[config.mk]
export PLATFORM = sky130hd
export DESIGN_NAME = dsp_serial_top
export DESIGN_NICKNAME = d
export VERILOG_FILES = /design/src/dsp_pkg.sv /design/src/dsp_fifo_if.sv /design/src/dsp_serial_top.sv /design/src/dsp_rx_fifo.sv
export VERILOG_INCLUDE_DIRS = /design/src
export SDC_FILE = /design/constraint.sdc
export NUM_CORES = 1
export LEC_CHECK = 0
export BUFFER_PORTS_ARGS = -buffer_cell sky130_fd_sc_hd__buf_2
export CAP_MARGIN = 20
export CELL_PAD_IN_SITES_DETAIL_PLACEMENT = 1
export CELL_PAD_IN_SITES_GLOBAL_PLACEMENT = 2
export CORE_MARGIN = 2
export CORE_UTILIZATION = 35
export CTS_CLUSTER_DIAMETER = 80
export DETAILED_ROUTE_END_ITERATION = 16
export PLACE_DENSITY = 0.83
export SLEW_MARGIN = 30
export SYNTH_ARGS = -nofsm -noshare
export SYNTH_HDL_FRONTEND = slang
export SYNTH_HIERARCHICAL = 1
export SYNTH_SLANG_ARGS = --single-unit
[constraint.sdc]
create_clock -name clock -period 10.3 [get_ports clock]
set_input_delay 1.545 -clock clock [delete_from_list [all_inputs] [get_ports clock]]
set_output_delay 1.545 -clock clock [all_outputs]
set_load 0.1 [all_outputs]
[src/dsp_cfg.svh]
`ifndef DSP_CFG_SVH
`define DSP_CFG_SVH

// Register offsets within the 4-Kbyte region
`define DSP_OFF_IDENT      12'h000
`define DSP_OFF_BYTE_PORT  12'h004
`define DSP_OFF_FILL       12'h008
`define DSP_OFF_MASK       12'h00c
`define DSP_OFF_TX_PTR     12'h010
`define DSP_OFF_TX_REM     12'h014
`define DSP_OFF_RX_PTR     12'h018
`define DSP_OFF_RX_REM     12'h01c
`define DSP_OFF_DEPTH      12'h020

// Identity value is arbitrary
`define DSP_IDENT_VALUE    32'h5a5a_0001
// Byte port read when the receive queue is empty
`define DSP_EMPTY_READ     32'hffff_ffff
`define DSP_ZERO_WORD      32'h0000_0000
`define DSP_ONE_WORD       32'h0000_0001
`define DSP_FIFO_DEPTH_DEF 16

// Interrupt mask field
`define DSP_MASK_W         3
`define DSP_IRQ_RXNE       0
`define DSP_IRQ_TXZ        1
`define DSP_IRQ_RXZ        2
`define DSP_MASK_RESET     3'h0

`endif

[src/dsp_pkg.sv]
package dsp_pkg;

  // Owner of the single memory master port
  typedef enum logic [1:0] {
    DSP_MEM_IDLE = 2'b00,
    DSP_MEM_TX   = 2'b01,
    DSP_MEM_RX   = 2'b10
  } dsp_mem_e;

  typedef logic [7:0] dsp_byte_t;

endpackage

[src/dsp_fifo_if.sv]
`timescale 1ns/1ps
interface dsp_fifo_if #(
  parameter int DEPTH = 16,
  parameter int CW    = $clog2(DEPTH + 1)
);
  logic          push;
  logic [7:0]    push_data;
  logic          pop;
  logic [7:0]    head;
  logic [CW-1:0] count;
  logic          empty;
  logic          full;

  modport fifo (input push, input push_data, input pop, output head, output count, output empty, output full);
  modport user (output push, output push_data, output pop, input head, input count, input empty, input full);
endinterface

[src/dsp_serial_top.sv]
`timescale 1ns/1ps
`include "dsp_cfg.svh"
module dsp_serial_top
  import dsp_pkg::*;
#(
  parameter int FIFO_DEPTH = `DSP_FIFO_DEPTH_DEF
) (
  input  wire logic        clock,
  input  wire logic        rst_b,
  input  wire logic [11:0] reg_addr,
  input  wire logic        reg_wr,
  input  wire logic        reg_rd,
  input  wire logic [31:0] reg_wdata,
  output logic      [31:0] reg_rdata,
  output logic             reg_rvalid,
  output logic             tx_valid,
  output logic      [7:0]  tx_byte,
  input  wire logic        rx_valid,
  input  wire logic [7:0]  rx_byte,
  output logic             mem_req,
  output logic             mem_we,
  output logic      [31:0] mem_addr,
  output logic      [7:0]  mem_wdata,
  input  wire logic [7:0]  mem_rdata,
  input  wire logic        mem_ack,
  output logic             irq
);
  localparam int CW = $clog2(FIFO_DEPTH + 1);

  dsp_fifo_if #(.DEPTH(FIFO_DEPTH)) rxf ();

  dsp_rx_fifo #(.DEPTH(FIFO_DEPTH)) u_rx_fifo (
    .clock (clock),
    .rst_b (rst_b),
    .f     (rxf.fifo)
  );

  logic [`DSP_MASK_W-1:0] mask_q;
  logic [31:0]            tx_ptr_q;
  logic [31:0]            tx_rem_q;
  logic [31:0]            rx_ptr_q;
  logic [31:0]            rx_rem_q;
  logic                   tx_pend_q;
  dsp_byte_t              tx_pend_byte_q;
  dsp_mem_e               mem_state_q;
  logic [31:0]            rdata_q;
  logic                   rvalid_q;
  logic                   txv_q;
  dsp_byte_t              txb_q;
  logic                   req_q;
  logic                   we_q;
  logic [31:0]            maddr_q;
  dsp_byte_t              mwdata_q;
  logic                   irq_q;

  // Register decode
  wire wr_byte   = reg_wr && (reg_addr == `DSP_OFF_BYTE_PORT);
  wire wr_mask   = reg_wr && (reg_addr == `DSP_OFF_MASK);
  wire wr_tx_ptr = reg_wr && (reg_addr == `DSP_OFF_TX_PTR);
  wire wr_tx_rem = reg_wr && (reg_addr == `DSP_OFF_TX_REM);
  wire wr_rx_ptr = reg_wr && (reg_addr == `DSP_OFF_RX_PTR);
  wire wr_rx_rem = reg_wr && (reg_addr == `DSP_OFF_RX_REM);
  wire rd_byte   = reg_rd && (reg_addr == `DSP_OFF_BYTE_PORT);
  wire sw_pop    = rd_byte && !rxf.empty;

  // Interrupt sources are live levels, no sticky state
  wire src_rxne  = !rxf.empty;
  wire src_txz   = (tx_rem_q == `DSP_ZERO_WORD);
  wire src_rxz   = (rx_rem_q == `DSP_ZERO_WORD);
  wire [`DSP_MASK_W-1:0] src_vec = {src_rxz, src_txz, src_rxne};
  wire irq_d     = |(src_vec & mask_q);

  // Channel launch: software pops take the queue first, receive wins the port
  wire mem_idle  = (mem_state_q == DSP_MEM_IDLE);
  // A count write in the decide cycle wins, so a zero write never launches
  wire rx_go     = mem_idle && !src_rxz && !rxf.empty && !sw_pop && !wr_rx_rem;
  wire tx_go     = mem_idle && !src_txz && !tx_pend_q && !rx_go && !wr_tx_rem;
  wire tx_ack    = (mem_state_q == DSP_MEM_TX) && mem_ack;
  wire rx_ack    = (mem_state_q == DSP_MEM_RX) && mem_ack;
  // Abort: an answer for a channel whose count went to zero is thrown away
  wire tx_step   = tx_ack && !src_txz && !wr_tx_rem;
  wire rx_step   = rx_ack && !src_rxz && !wr_rx_rem;
  // Byte port writes win over the pending channel byte on the serial side
  wire pend_send = tx_pend_q && !wr_byte;

  assign rxf.push      = rx_valid;
  assign rxf.push_data = rx_byte;
  assign rxf.pop       = sw_pop || rx_go;

  // Read data selection
  logic [31:0] rd_mux;
  always_comb begin
    case (reg_addr)
      `DSP_OFF_IDENT:     rd_mux = `DSP_IDENT_VALUE;
      `DSP_OFF_BYTE_PORT: rd_mux = rxf.empty ? `DSP_EMPTY_READ : {24'h00_0000, rxf.head};
      `DSP_OFF_FILL:      rd_mux = 32'(rxf.count);
      `DSP_OFF_MASK:      rd_mux = 32'(mask_q);
      `DSP_OFF_TX_PTR:    rd_mux = tx_ptr_q;
      `DSP_OFF_TX_REM:    rd_mux = tx_rem_q;
      `DSP_OFF_RX_PTR:    rd_mux = rx_ptr_q;
      `DSP_OFF_RX_REM:    rd_mux = rx_rem_q;
      `DSP_OFF_DEPTH:     rd_mux = 32'(FIFO_DEPTH);
      default:            rd_mux = `DSP_ZERO_WORD;
    endcase
  end

  // Register read answer, one cycle after the strobe
  always_ff @(posedge clock) begin
    if (!rst_b) begin
      rdata_q  <= `DSP_ZERO_WORD;
      rvalid_q <= 1'b0;
    end else begin
      rvalid_q <= reg_rd;
      if (reg_rd) begin
        rdata_q <= rd_mux;
      end
    end
  end

  // Mask and interrupt output
  always_ff @(posedge clock) begin
    if (!rst_b) begin
      mask_q <= `DSP_MASK_RESET;
      irq_q  <= 1'b0;
    end else begin
      if (wr_mask) begin
        mask_q <= reg_wdata[`DSP_MASK_W-1:0];
      end
      irq_q <= irq_d;
    end
  end

  // Transmit channel: address and count owned by this channel alone
  always_ff @(posedge clock) begin
    if (!rst_b) begin
      tx_ptr_q <= `DSP_ZERO_WORD;
      tx_rem_q <= `DSP_ZERO_WORD;
    end else begin
      if (wr_tx_ptr) begin
        tx_ptr_q <= reg_wdata;
      end else if (tx_step) begin
        tx_ptr_q <= tx_ptr_q + `DSP_ONE_WORD;
      end
      if (wr_tx_rem) begin
        tx_rem_q <= reg_wdata;
      end else if (tx_step) begin
        tx_rem_q <= tx_rem_q - `DSP_ONE_WORD;
      end
    end
  end

  // Receive channel, independent of the transmit one
  always_ff @(posedge clock) begin
    if (!rst_b) begin
      rx_ptr_q <= `DSP_ZERO_WORD;
      rx_rem_q <= `DSP_ZERO_WORD;
    end else begin
      if (wr_rx_ptr) begin
        rx_ptr_q <= reg_wdata;
      end else if (rx_step) begin
        rx_ptr_q <= rx_ptr_q + `DSP_ONE_WORD;
      end
      if (wr_rx_rem) begin
        rx_rem_q <= reg_wdata;
      end else if (rx_step) begin
        rx_rem_q <= rx_rem_q - `DSP_ONE_WORD;
      end
    end
  end

  // Memory master: one outstanding access, held until acknowledged
  always_ff @(posedge clock) begin
    if (!rst_b) begin
      mem_state_q <= DSP_MEM_IDLE;
      req_q       <= 1'b0;
      we_q        <= 1'b0;
      maddr_q     <= `DSP_ZERO_WORD;
      mwdata_q    <= 8'h00;
    end else begin
      case (mem_state_q)
        DSP_MEM_IDLE: begin
          if (rx_go) begin
            mem_state_q <= DSP_MEM_RX;
            req_q       <= 1'b1;
            we_q        <= 1'b1;
            maddr_q     <= rx_ptr_q;
            mwdata_q    <= rxf.head;
          end else if (tx_go) begin
            mem_state_q <= DSP_MEM_TX;
            req_q       <= 1'b1;
            we_q        <= 1'b0;
            maddr_q     <= tx_ptr_q;
          end
        end
        DSP_MEM_TX, DSP_MEM_RX: begin
          if (mem_ack) begin
            mem_state_q <= DSP_MEM_IDLE;
            req_q       <= 1'b0;
          end
        end
        default: begin
          mem_state_q <= DSP_MEM_IDLE;
          req_q       <= 1'b0;
        end
      endcase
    end
  end

  // Serial output; a fetched byte waits one slot if software sends first
  always_ff @(posedge clock) begin
    if (!rst_b) begin
      txv_q          <= 1'b0;
      txb_q          <= 8'h00;
      tx_pend_q      <= 1'b0;
      tx_pend_byte_q <= 8'h00;
    end else begin
      txv_q <= wr_byte || tx_pend_q;
      if (wr_byte) begin
        txb_q <= reg_wdata[7:0];
      end else if (tx_pend_q) begin
        txb_q <= tx_pend_byte_q;
      end
      if (tx_step) begin
        tx_pend_q      <= 1'b1;
        tx_pend_byte_q <= mem_rdata;
      end else if (pend_send) begin
        tx_pend_q <= 1'b0;
      end
    end
  end

  assign reg_rdata  = rdata_q;
  assign reg_rvalid = rvalid_q;
  assign tx_valid   = txv_q;
  assign tx_byte    = txb_q;
  assign mem_req    = req_q;
  assign mem_we     = we_q;
  assign mem_addr   = maddr_q;
  assign mem_wdata  = mwdata_q;
  assign irq        = irq_q;
endmodule // dsp_serial_top

[src/dsp_rx_fifo.sv]
`timescale 1ns/1ps
module dsp_rx_fifo
  import dsp_pkg::*;
#(
  parameter int DEPTH = 16
) (
  input wire logic clock,
  input wire logic rst_b,
  dsp_fifo_if.fifo f
);
  localparam int AW = $clog2(DEPTH);
  localparam int CW = $clog2(DEPTH + 1);

  generate
    if (DEPTH < 2 || (DEPTH & (DEPTH - 1)) != 0) begin : g_bad_depth
      $error("dsp_rx_fifo: DEPTH must be a power of two, at least 2");
    end
  endgenerate

  dsp_byte_t        mem_q [DEPTH];
  logic [AW-1:0]    wr_ptr_q;
  logic [AW-1:0]    rd_ptr_q;
  logic [CW-1:0]    count_q;
  logic             push_ok;
  logic             pop_ok;

  // A full queue drops the new byte; a pop in the same cycle makes room
  assign f.empty   = (count_q == '0);
  assign f.full    = (count_q == CW'(DEPTH));
  assign push_ok   = f.push && (!f.full || f.pop);
  assign pop_ok    = f.pop && !f.empty;
  assign f.head    = mem_q[rd_ptr_q];
  assign f.count   = count_q;

  // Storage is not reset; only pointers and count carry state
  always_ff @(posedge clock) begin
    if (push_ok) begin
      mem_q[wr_ptr_q] <= f.push_data;
    end
  end

  // Pointers and fill count
  always_ff @(posedge clock) begin
    if (!rst_b) begin
      wr_ptr_q <= '0;
      rd_ptr_q <= '0;
      count_q  <= '0;
    end else begin
      if (push_ok) begin
        wr_ptr_q <= wr_ptr_q + AW'(1);
      end
      if (pop_ok) begin
        rd_ptr_q <= rd_ptr_q + AW'(1);
      end
      case ({push_ok, pop_ok})
        2'b10:   count_q <= count_q + CW'(1);
        2'b01:   count_q <= count_q - CW'(1);
        default: count_q <= count_q;
      endcase
    end
  end
endmodule // dsp_rx_fifo

==> results of run 1 <==
-- final timing paths --
check | startpoint | endpoint | slack [ns] | depth (start not counted)
setup / recovery | reg_addr[7] | u_rx_fifo/f.count[4] | 4.92 | 14
hold / removal | reg_rdata[17] | reg_rdata[17] | 0.45 | 2
setup reg to reg | u_rx_fifo/f.count[1] | u_rx_fifo/f.count[4] | 5.37 | 14
hold reg to reg | reg_rdata[17] | reg_rdata[17] | 0.45 | 2
-- per-layer routing --
metal  wire length (um)  part of all wire
met5                  0                 0
met4               2928             0.045
met3               3266             0.050
met2              31840              0.49
met1              27320              0.42
-- worst reg2reg max path: stages, from the launching register on --
cell,delay (ns)
dfxtp_1,0.44
or4_4,0.63
nor2_1,0.60
inv_1,0.19
nand2_1,0.17
nand4bb_4,0.15
o21ai_0,0.32
o31ai_4,0.57
ha_1,0.43
xor2_1,0.19
ha_1,0.18
o21ai_0,0.09
or3_1,0.35
a2111oi_0,0.40
nand4b_1,0.16
-- stage by stage --
stage | std cells | setup slack, ns | power [uW]
after CTS | 2612 | 4.829 | 3174
after global placement | 2535 | 4.437 | 1692
after detailed placement | 2535 | 4.262 | 1696
after floorplan | 1809 | 5.124 | 1627
final | 2612 | 4.920 | 3147
after global routing | 2612 | 4.507 | 3241
-- power by group through the flow --
stage	sequential, uW	combinational (uW)	clock (uW)
2_1_floorplan	1570	59.7	0
3_3_place_gp	1560	128	0
3_5_place_dp	1560	132	0
4_1_cts	1530	133	1510
5_1_grt	1530	142	1560
6_report	1530	133	1480
-- state kept, by name, summed over array words and instances (netlist names), 3 cells and up, named ones only --
name                flops
mem_addr               32
u_rx_fifo/rd_ptr_q      4
mem_wdata               8
tx_ptr_q               32
rx_ptr_q               32
rx_rem_q               32
tx_byte                 8
tx_pend_byte_q          8
tx_rem_q               32
reg_rdata              32
u_rx_fifo/wr_ptr_q      4
u_rx_fifo/mem_q       128
u_rx_fifo/f.count       5
mask_q                  3
-- cells in the final DEF (no fill, tap or decap), types with 49 or more instances in the layout --
| master | count |
|---|---|
| buf_2 | 149 |
| nand2_1 | 132 |
| edfxtp_1 | 128 |
| mux2i_1 | 81 |
| xnor2_1 | 77 |
| nand3_1 | 49 |
| dfxtp_1 | 243 |
| a21oi_1 | 175 |
| o21ai_0 | 188 |
| nor2_1 | 97 |
-- final cells by class --
| class | count | share of cell area |
|---|---|---|
| clock buffers | 55 | 0.05613 |
| clock inverters | 22 | 0.009557 |
| inverters | 26 | 0.004718 |
| multi-input cells | 1287 | 0.4228 |
| flip-flops and latches | 372 | 0.4220 |
| well taps | 680 | 0.04113 |
| repair buffers | 170 | 0.04367 |
==> summary.txt, run 1 <==
clock power share: 0.471
total track usage: 0.2437
clock latency on the worst-skew pair: 0.60 ns
CTS H-Tree Depth: 2
initial antenna violation count: 1
Chip Height: 231.2 um
GR met1 Demand/Resource: 0.3084
layout cells sized above 1: 0.1620
area of placed instances: 0.01931 mm2
global route hottest layer: met2
register area: 0.008730 mm2
Routed wire per std cell: 25.02 um
status: finished, final reports clean
CTS Buf Count: 43
Final Hold Fails: 0
total number of vias: 15170
Top Family by Delay on Critical Path: simple AND/OR/NAND/NOR gates
vias per cell: 5.807
RSZ-0062 raised after global routing: no
Ys Warns: 6
hold slack: 0.4472 ns
Gate power share: 0.042
post-CTS setup repair buffer count: 0
Initial Util: 0.3528
largest net degree at the start of global routing: 88
synthesized cell area: 0.01806 mm2
Antenna Nets Post-Route: 0
area of the die: 0.05344 mm2
Setup CP Type: input pin to flip-flop
Post-CTS Hold Fix Bufs: 0
setup_tns: 0 ns
fin util: 0.4040
CP peak stage delay: 0.75 ns
share of power burned in registers: 0.487
dpl hpwl: 47140 um
Routed Wire Length: 65350 um
FMAX: 185.9 MHz
Clock transition at path regs: 0.06 ns
CP Cell Sequence: buf_2 -> nor4_1 -> nand4_1 -> buf_4 -> nand4bb_4 -> o21ai_0 -> o31ai_4 -> ha_1 -> xor2_1 -> ha_1 -> o21ai_0 -> or3_1 -> a2111oi_0 -> nand4b_1
cells after synthesis: 1809
fin nets: 1984
Switching Fraction: 0.2402
final slew viol count: 0
crit end category: flip-flop
Leakage: 0.007247 uW
Peak VDD IR: 0.1635 mV
clock root buffer: clkbuf_16
clock buffer depth: 3
die width: 231.2 um
CTS tree: yes
Final Cycle Share: 0.5224
crit-path max FO: 67
syn nets: 1893
clock skew: 0.02690 ns
core area: 0.05120 mm2
area of the multi-input gates: 0.008745 mm2
worst hold path type: flip-flop to flip-flop
# clock sinks: 372
power density cells: 152.2 mW/mm2
DRC Markers: 0
required time worst endpoint: 10.81 ns
global-route wire length before repair: 99020 um
DRT iter0 DRCs: 1104
syn_area_per_cell: 9.985 um2
Slew headroom: 0.3484
gp weighted congestion: 0.8861
Critical-path top delay cell: nor4_1
P&R area growth vs syn: 14.52%
DR pass1 iterations: 5
Switching Power: 756.0 uW
CP Buf/Inv Count: 2
row count: 83
WP data arrival: 5.89 ns
Internal: 2391 uW
Post-CTS Resized: 0
Slew @ Worst Pin: 0.9754 ns
I/O pin cnt: 151
minimum clock period: 5.380 ns
count of final setup violators: 0
fin area: 0.02068 mm2
max-cap viol count: 0
fillers: 5762
PortBufs: 150
global route total overflow: 0
Critical Path Start Type: input pin
met2 usage: 0.4163
n_diodes: 0
vias in the first global route: 15400
GRT met3 Usage: 0.03187
(Power assumes the default switching activity.)
==> run 2, diff against run 1 <==
Settings changed: PLACE_DENSITY 0.83 to 0.86.
Clock period 10.3 ns to 4.4 ns, I/O delays scaled along.
==> run 2 against run 1 <==
Net effect:
- first-iteration DRC count up 33%
- clock-buffer cell count up 7
- sequential cell count unchanged
- critical path depth unchanged
- via count up 2.2%
- combinational power up 140%
- critical path type is now flip-flop to flip-flop
- largest cell class unchanged
==> summary.txt, run 2 (same netlist as run 1, synthesis figures left out) <==
total number of vias: 15500 (was 15170)
hold endpoint: tx_pend_byte_q[2] (was reg_rdata[17])
global route total overflow: 0 (unchanged)
die width: 231.2 um (unchanged)
clock root buffer: clkbuf_16 (unchanged)
initial antenna violation count: 0 (was 1)
dpl cells: 2552 (was 2535)
Post-CTS Resized: 0 (unchanged)
P&R area growth vs syn: 15.78% (was 14.52%)
# clock sinks: 372 (unchanged)
Setup CP Type: flip-flop to flip-flop (was input pin to flip-flop)
core area: 0.05120 mm2 (unchanged)
Routed Wire Length: 67140 um (was 65350 um)
largest net degree at the start of global routing: 90 (was 88)
origin of the critical flop-to-flop path: rx_rem_q[14] (was u_rx_fifo/f.count[1])
FMAX: 244.2 MHz
DRC Markers: 0 (unchanged)
Routed wire per std cell: 25.53 um (was 25.02 um)
Clock transition at path regs: 0.06 ns (about the same)
Hold Path Origin: mem_rdata[2] (was reg_rdata[17])
Peak VDD IR: 0.3697 mV (was 0.1635 mV)
commonest non-fill, non-tap cell in the layout: dfxtp_1 (unchanged)
layout cells sized above 1: 0.1703 (was 0.1620)
Final Cycle Share: 0.9305
Chip Height: 231.2 um (unchanged)
DR pass1 iterations: 5 (unchanged)
CTS H-Tree Depth: 2 (unchanged)
Final WS setup: 0.3057 ns (was 4.920 ns)
CTS tree: yes (unchanged)
CP Buf/Inv Count: 1 (was 2)
WP data arrival: 4.63 ns (was 5.89 ns)
fin nets: 2002 (was 1984)
Post-CTS Hold Fix Bufs: 0 (unchanged)
gp weighted congestion: 0.9349 (was 0.8861)
row count: 83 (unchanged)
minimum clock period: 4.094 ns
RSZ-0062 raised after global routing: no (unchanged)
Initial Util: 0.3528 (unchanged)
crit-path max FO: 9 (was 67)
Critical-path top delay cell: nor3_2 (was nor4_1)
max-cap viol count: 0 (unchanged)
Reg with most FFs: u_rx_fifo/mem_q (unchanged)
worst hold path type: input pin to flip-flop (was flip-flop to flip-flop)
I/O pin cnt: 151 (unchanged)
CP peak stage delay: 0.51 ns (was 0.75 ns)
required time worst endpoint: 4.93 ns (was 10.81 ns)
clock latency on the worst-skew pair: 0.61 ns (was 0.60 ns)
hold depth: 3 (was 2)
Final Hold Fails: 0 (unchanged)
power density cells: 362.0 mW/mm2 (was 152.2 mW/mm2)
Slew @ Worst Pin: 0.9668 ns (was 0.9754 ns)
max reg flops: 128 (unchanged)
setup_tns: 0 ns (unchanged)
n_diodes: 0 (unchanged)
pre-CTS WS: 0.2147 ns (was 4.262 ns)
area of the die: 0.05344 mm2 (unchanged)
Critical Path Start Type: flip-flop (was input pin)
fillers: 5682 (was 5762)
Slew headroom: 0.3525 (was 0.3484)
FF-to-FF path depth: 14 (unchanged)
crit end category: flip-flop (unchanged)
hold slack: 0.2879 ns (was 0.4472 ns)
vias per cell: 5.895 (was 5.807)
worst flop-to-flop path endpoint: u_rx_fifo/f.count[4] (unchanged)
commonest non-fill, non-tap cells in the layout: 243 x dfxtp_1, 188 x o21ai_0, 175 x a21oi_1 (unchanged)
Leakage: 0.007373 uW (was 0.007247 uW)
clock buffer depth: 3 (unchanged)
CP Cell Sequence: nor4_2 -> nand3_2 -> nor3_2 -> nand4bb_4 -> o21ai_0 -> buf_4 -> o31ai_4 -> ha_1 -> xor2_1 -> ha_1 -> o21ai_0 -> or3_1 -> a2111oi_0 -> nand4b_1 (was buf_2 -> nor4_1 -> nand4_1 -> buf_4 -> nand4bb_4 -> o21ai_0 -> o31ai_4 -> ha_1 -> xor2_1 -> ha_1 -> o21ai_0 -> or3_1 -> a2111oi_0 -> nand4b_1)
post-CTS setup repair buffer count: 0 (unchanged)
dpl hpwl: 48590 um (was 47140 um)
total track usage: 0.2488 (was 0.2437)
DRT iter0 DRCs: 1463 (was 1104)
fin util: 0.4085 (was 0.4040)
vias in the first global route: 15600 (was 15400)
CTS Buf Count: 43 (unchanged)
fin cells: 2630 (was 2612)
global-route wire length before repair: 100900 um (was 99020 um)
R2R Setup Slk: 0.31 ns (was 5.37 ns)
status: finished, final reports clean (unchanged)
final slew viol count: 0 (unchanged)
Antenna Nets Post-Route: 0 (unchanged)
PortBufs: 150 (unchanged)
clock skew: 0.02366 ns (was 0.02690 ns)
count of final setup violators: 0 (unchanged)
Top Family by Delay on Critical Path: simple AND/OR/NAND/NOR gates (unchanged)
## run 2: worst max-delay path by stage
stage / start / to / slack, ns / cells after the start
3_5_place_dp: reg_addr[7] / u_rx_fifo/f.count[4] / 0.21 / 14
6_report: rx_rem_q[14] / u_rx_fifo/f.count[4] / 0.31 / 14
2_1_floorplan: u_rx_fifo/f.count[0] / u_rx_fifo/f.count[4] / 0.11 / 19
5_1_grt: rx_rem_q[2] / u_rx_fifo/f.count[4] / 0.1 / 14
4_1_cts: rx_rem_q[14] / u_rx_fifo/f.count[4] / 0.34 / 14
3_3_place_gp: reg_addr[7] / u_rx_fifo/f.count[4] / 0.30 / 14
## run 2: cell type report
cell class | instances | area (um2) | area share
clock inverters | 15 | 216.5 | 0.01035
inverters | 26 | 97.59 | 0.004667
repair buffers | 188 | 1059 | 0.05062
multi-input cells | 1287 | 8742 | 0.4180
flip-flops and latches | 372 | 8730 | 0.4174
well taps | 680 | 850.8 | 0.04068
clock buffers | 62 | 1217 | 0.05821
## run 2: metrics by stage
step	instance area, um2	power (uW)
final	20910	7570
after global routing	20910	7756
after CTS	20880	7621
after detailed placement	19440	3974
after global placement	19430	3960
after floorplan	18060	3808
## run 2: metal layers
metal | vias up | global-route usage | share of wire
met4 | 0 | 0.1192 | 0.048
met3 | 157 | 0.03408 | 0.056
li1 | 6995 | - | -
met5 | - | 0 | 0
met1 | 7790 | 0.3094 | 0.41
met2 | 562 | 0.4255 | 0.49
## run 2: power by group
part	internal, uW	switching, uW	leakage (uW)
logic	84.7	231	0.00356
clock network	2120	1550	0.000692
registers	3570	14.2	0.00312
total	5780	1790	0.00737
## run 2: worst min-delay path, cell delays in order
cell and delay [ns]:
buf_2 0.10, nand2_1 0.04, a21oi_1 0.05
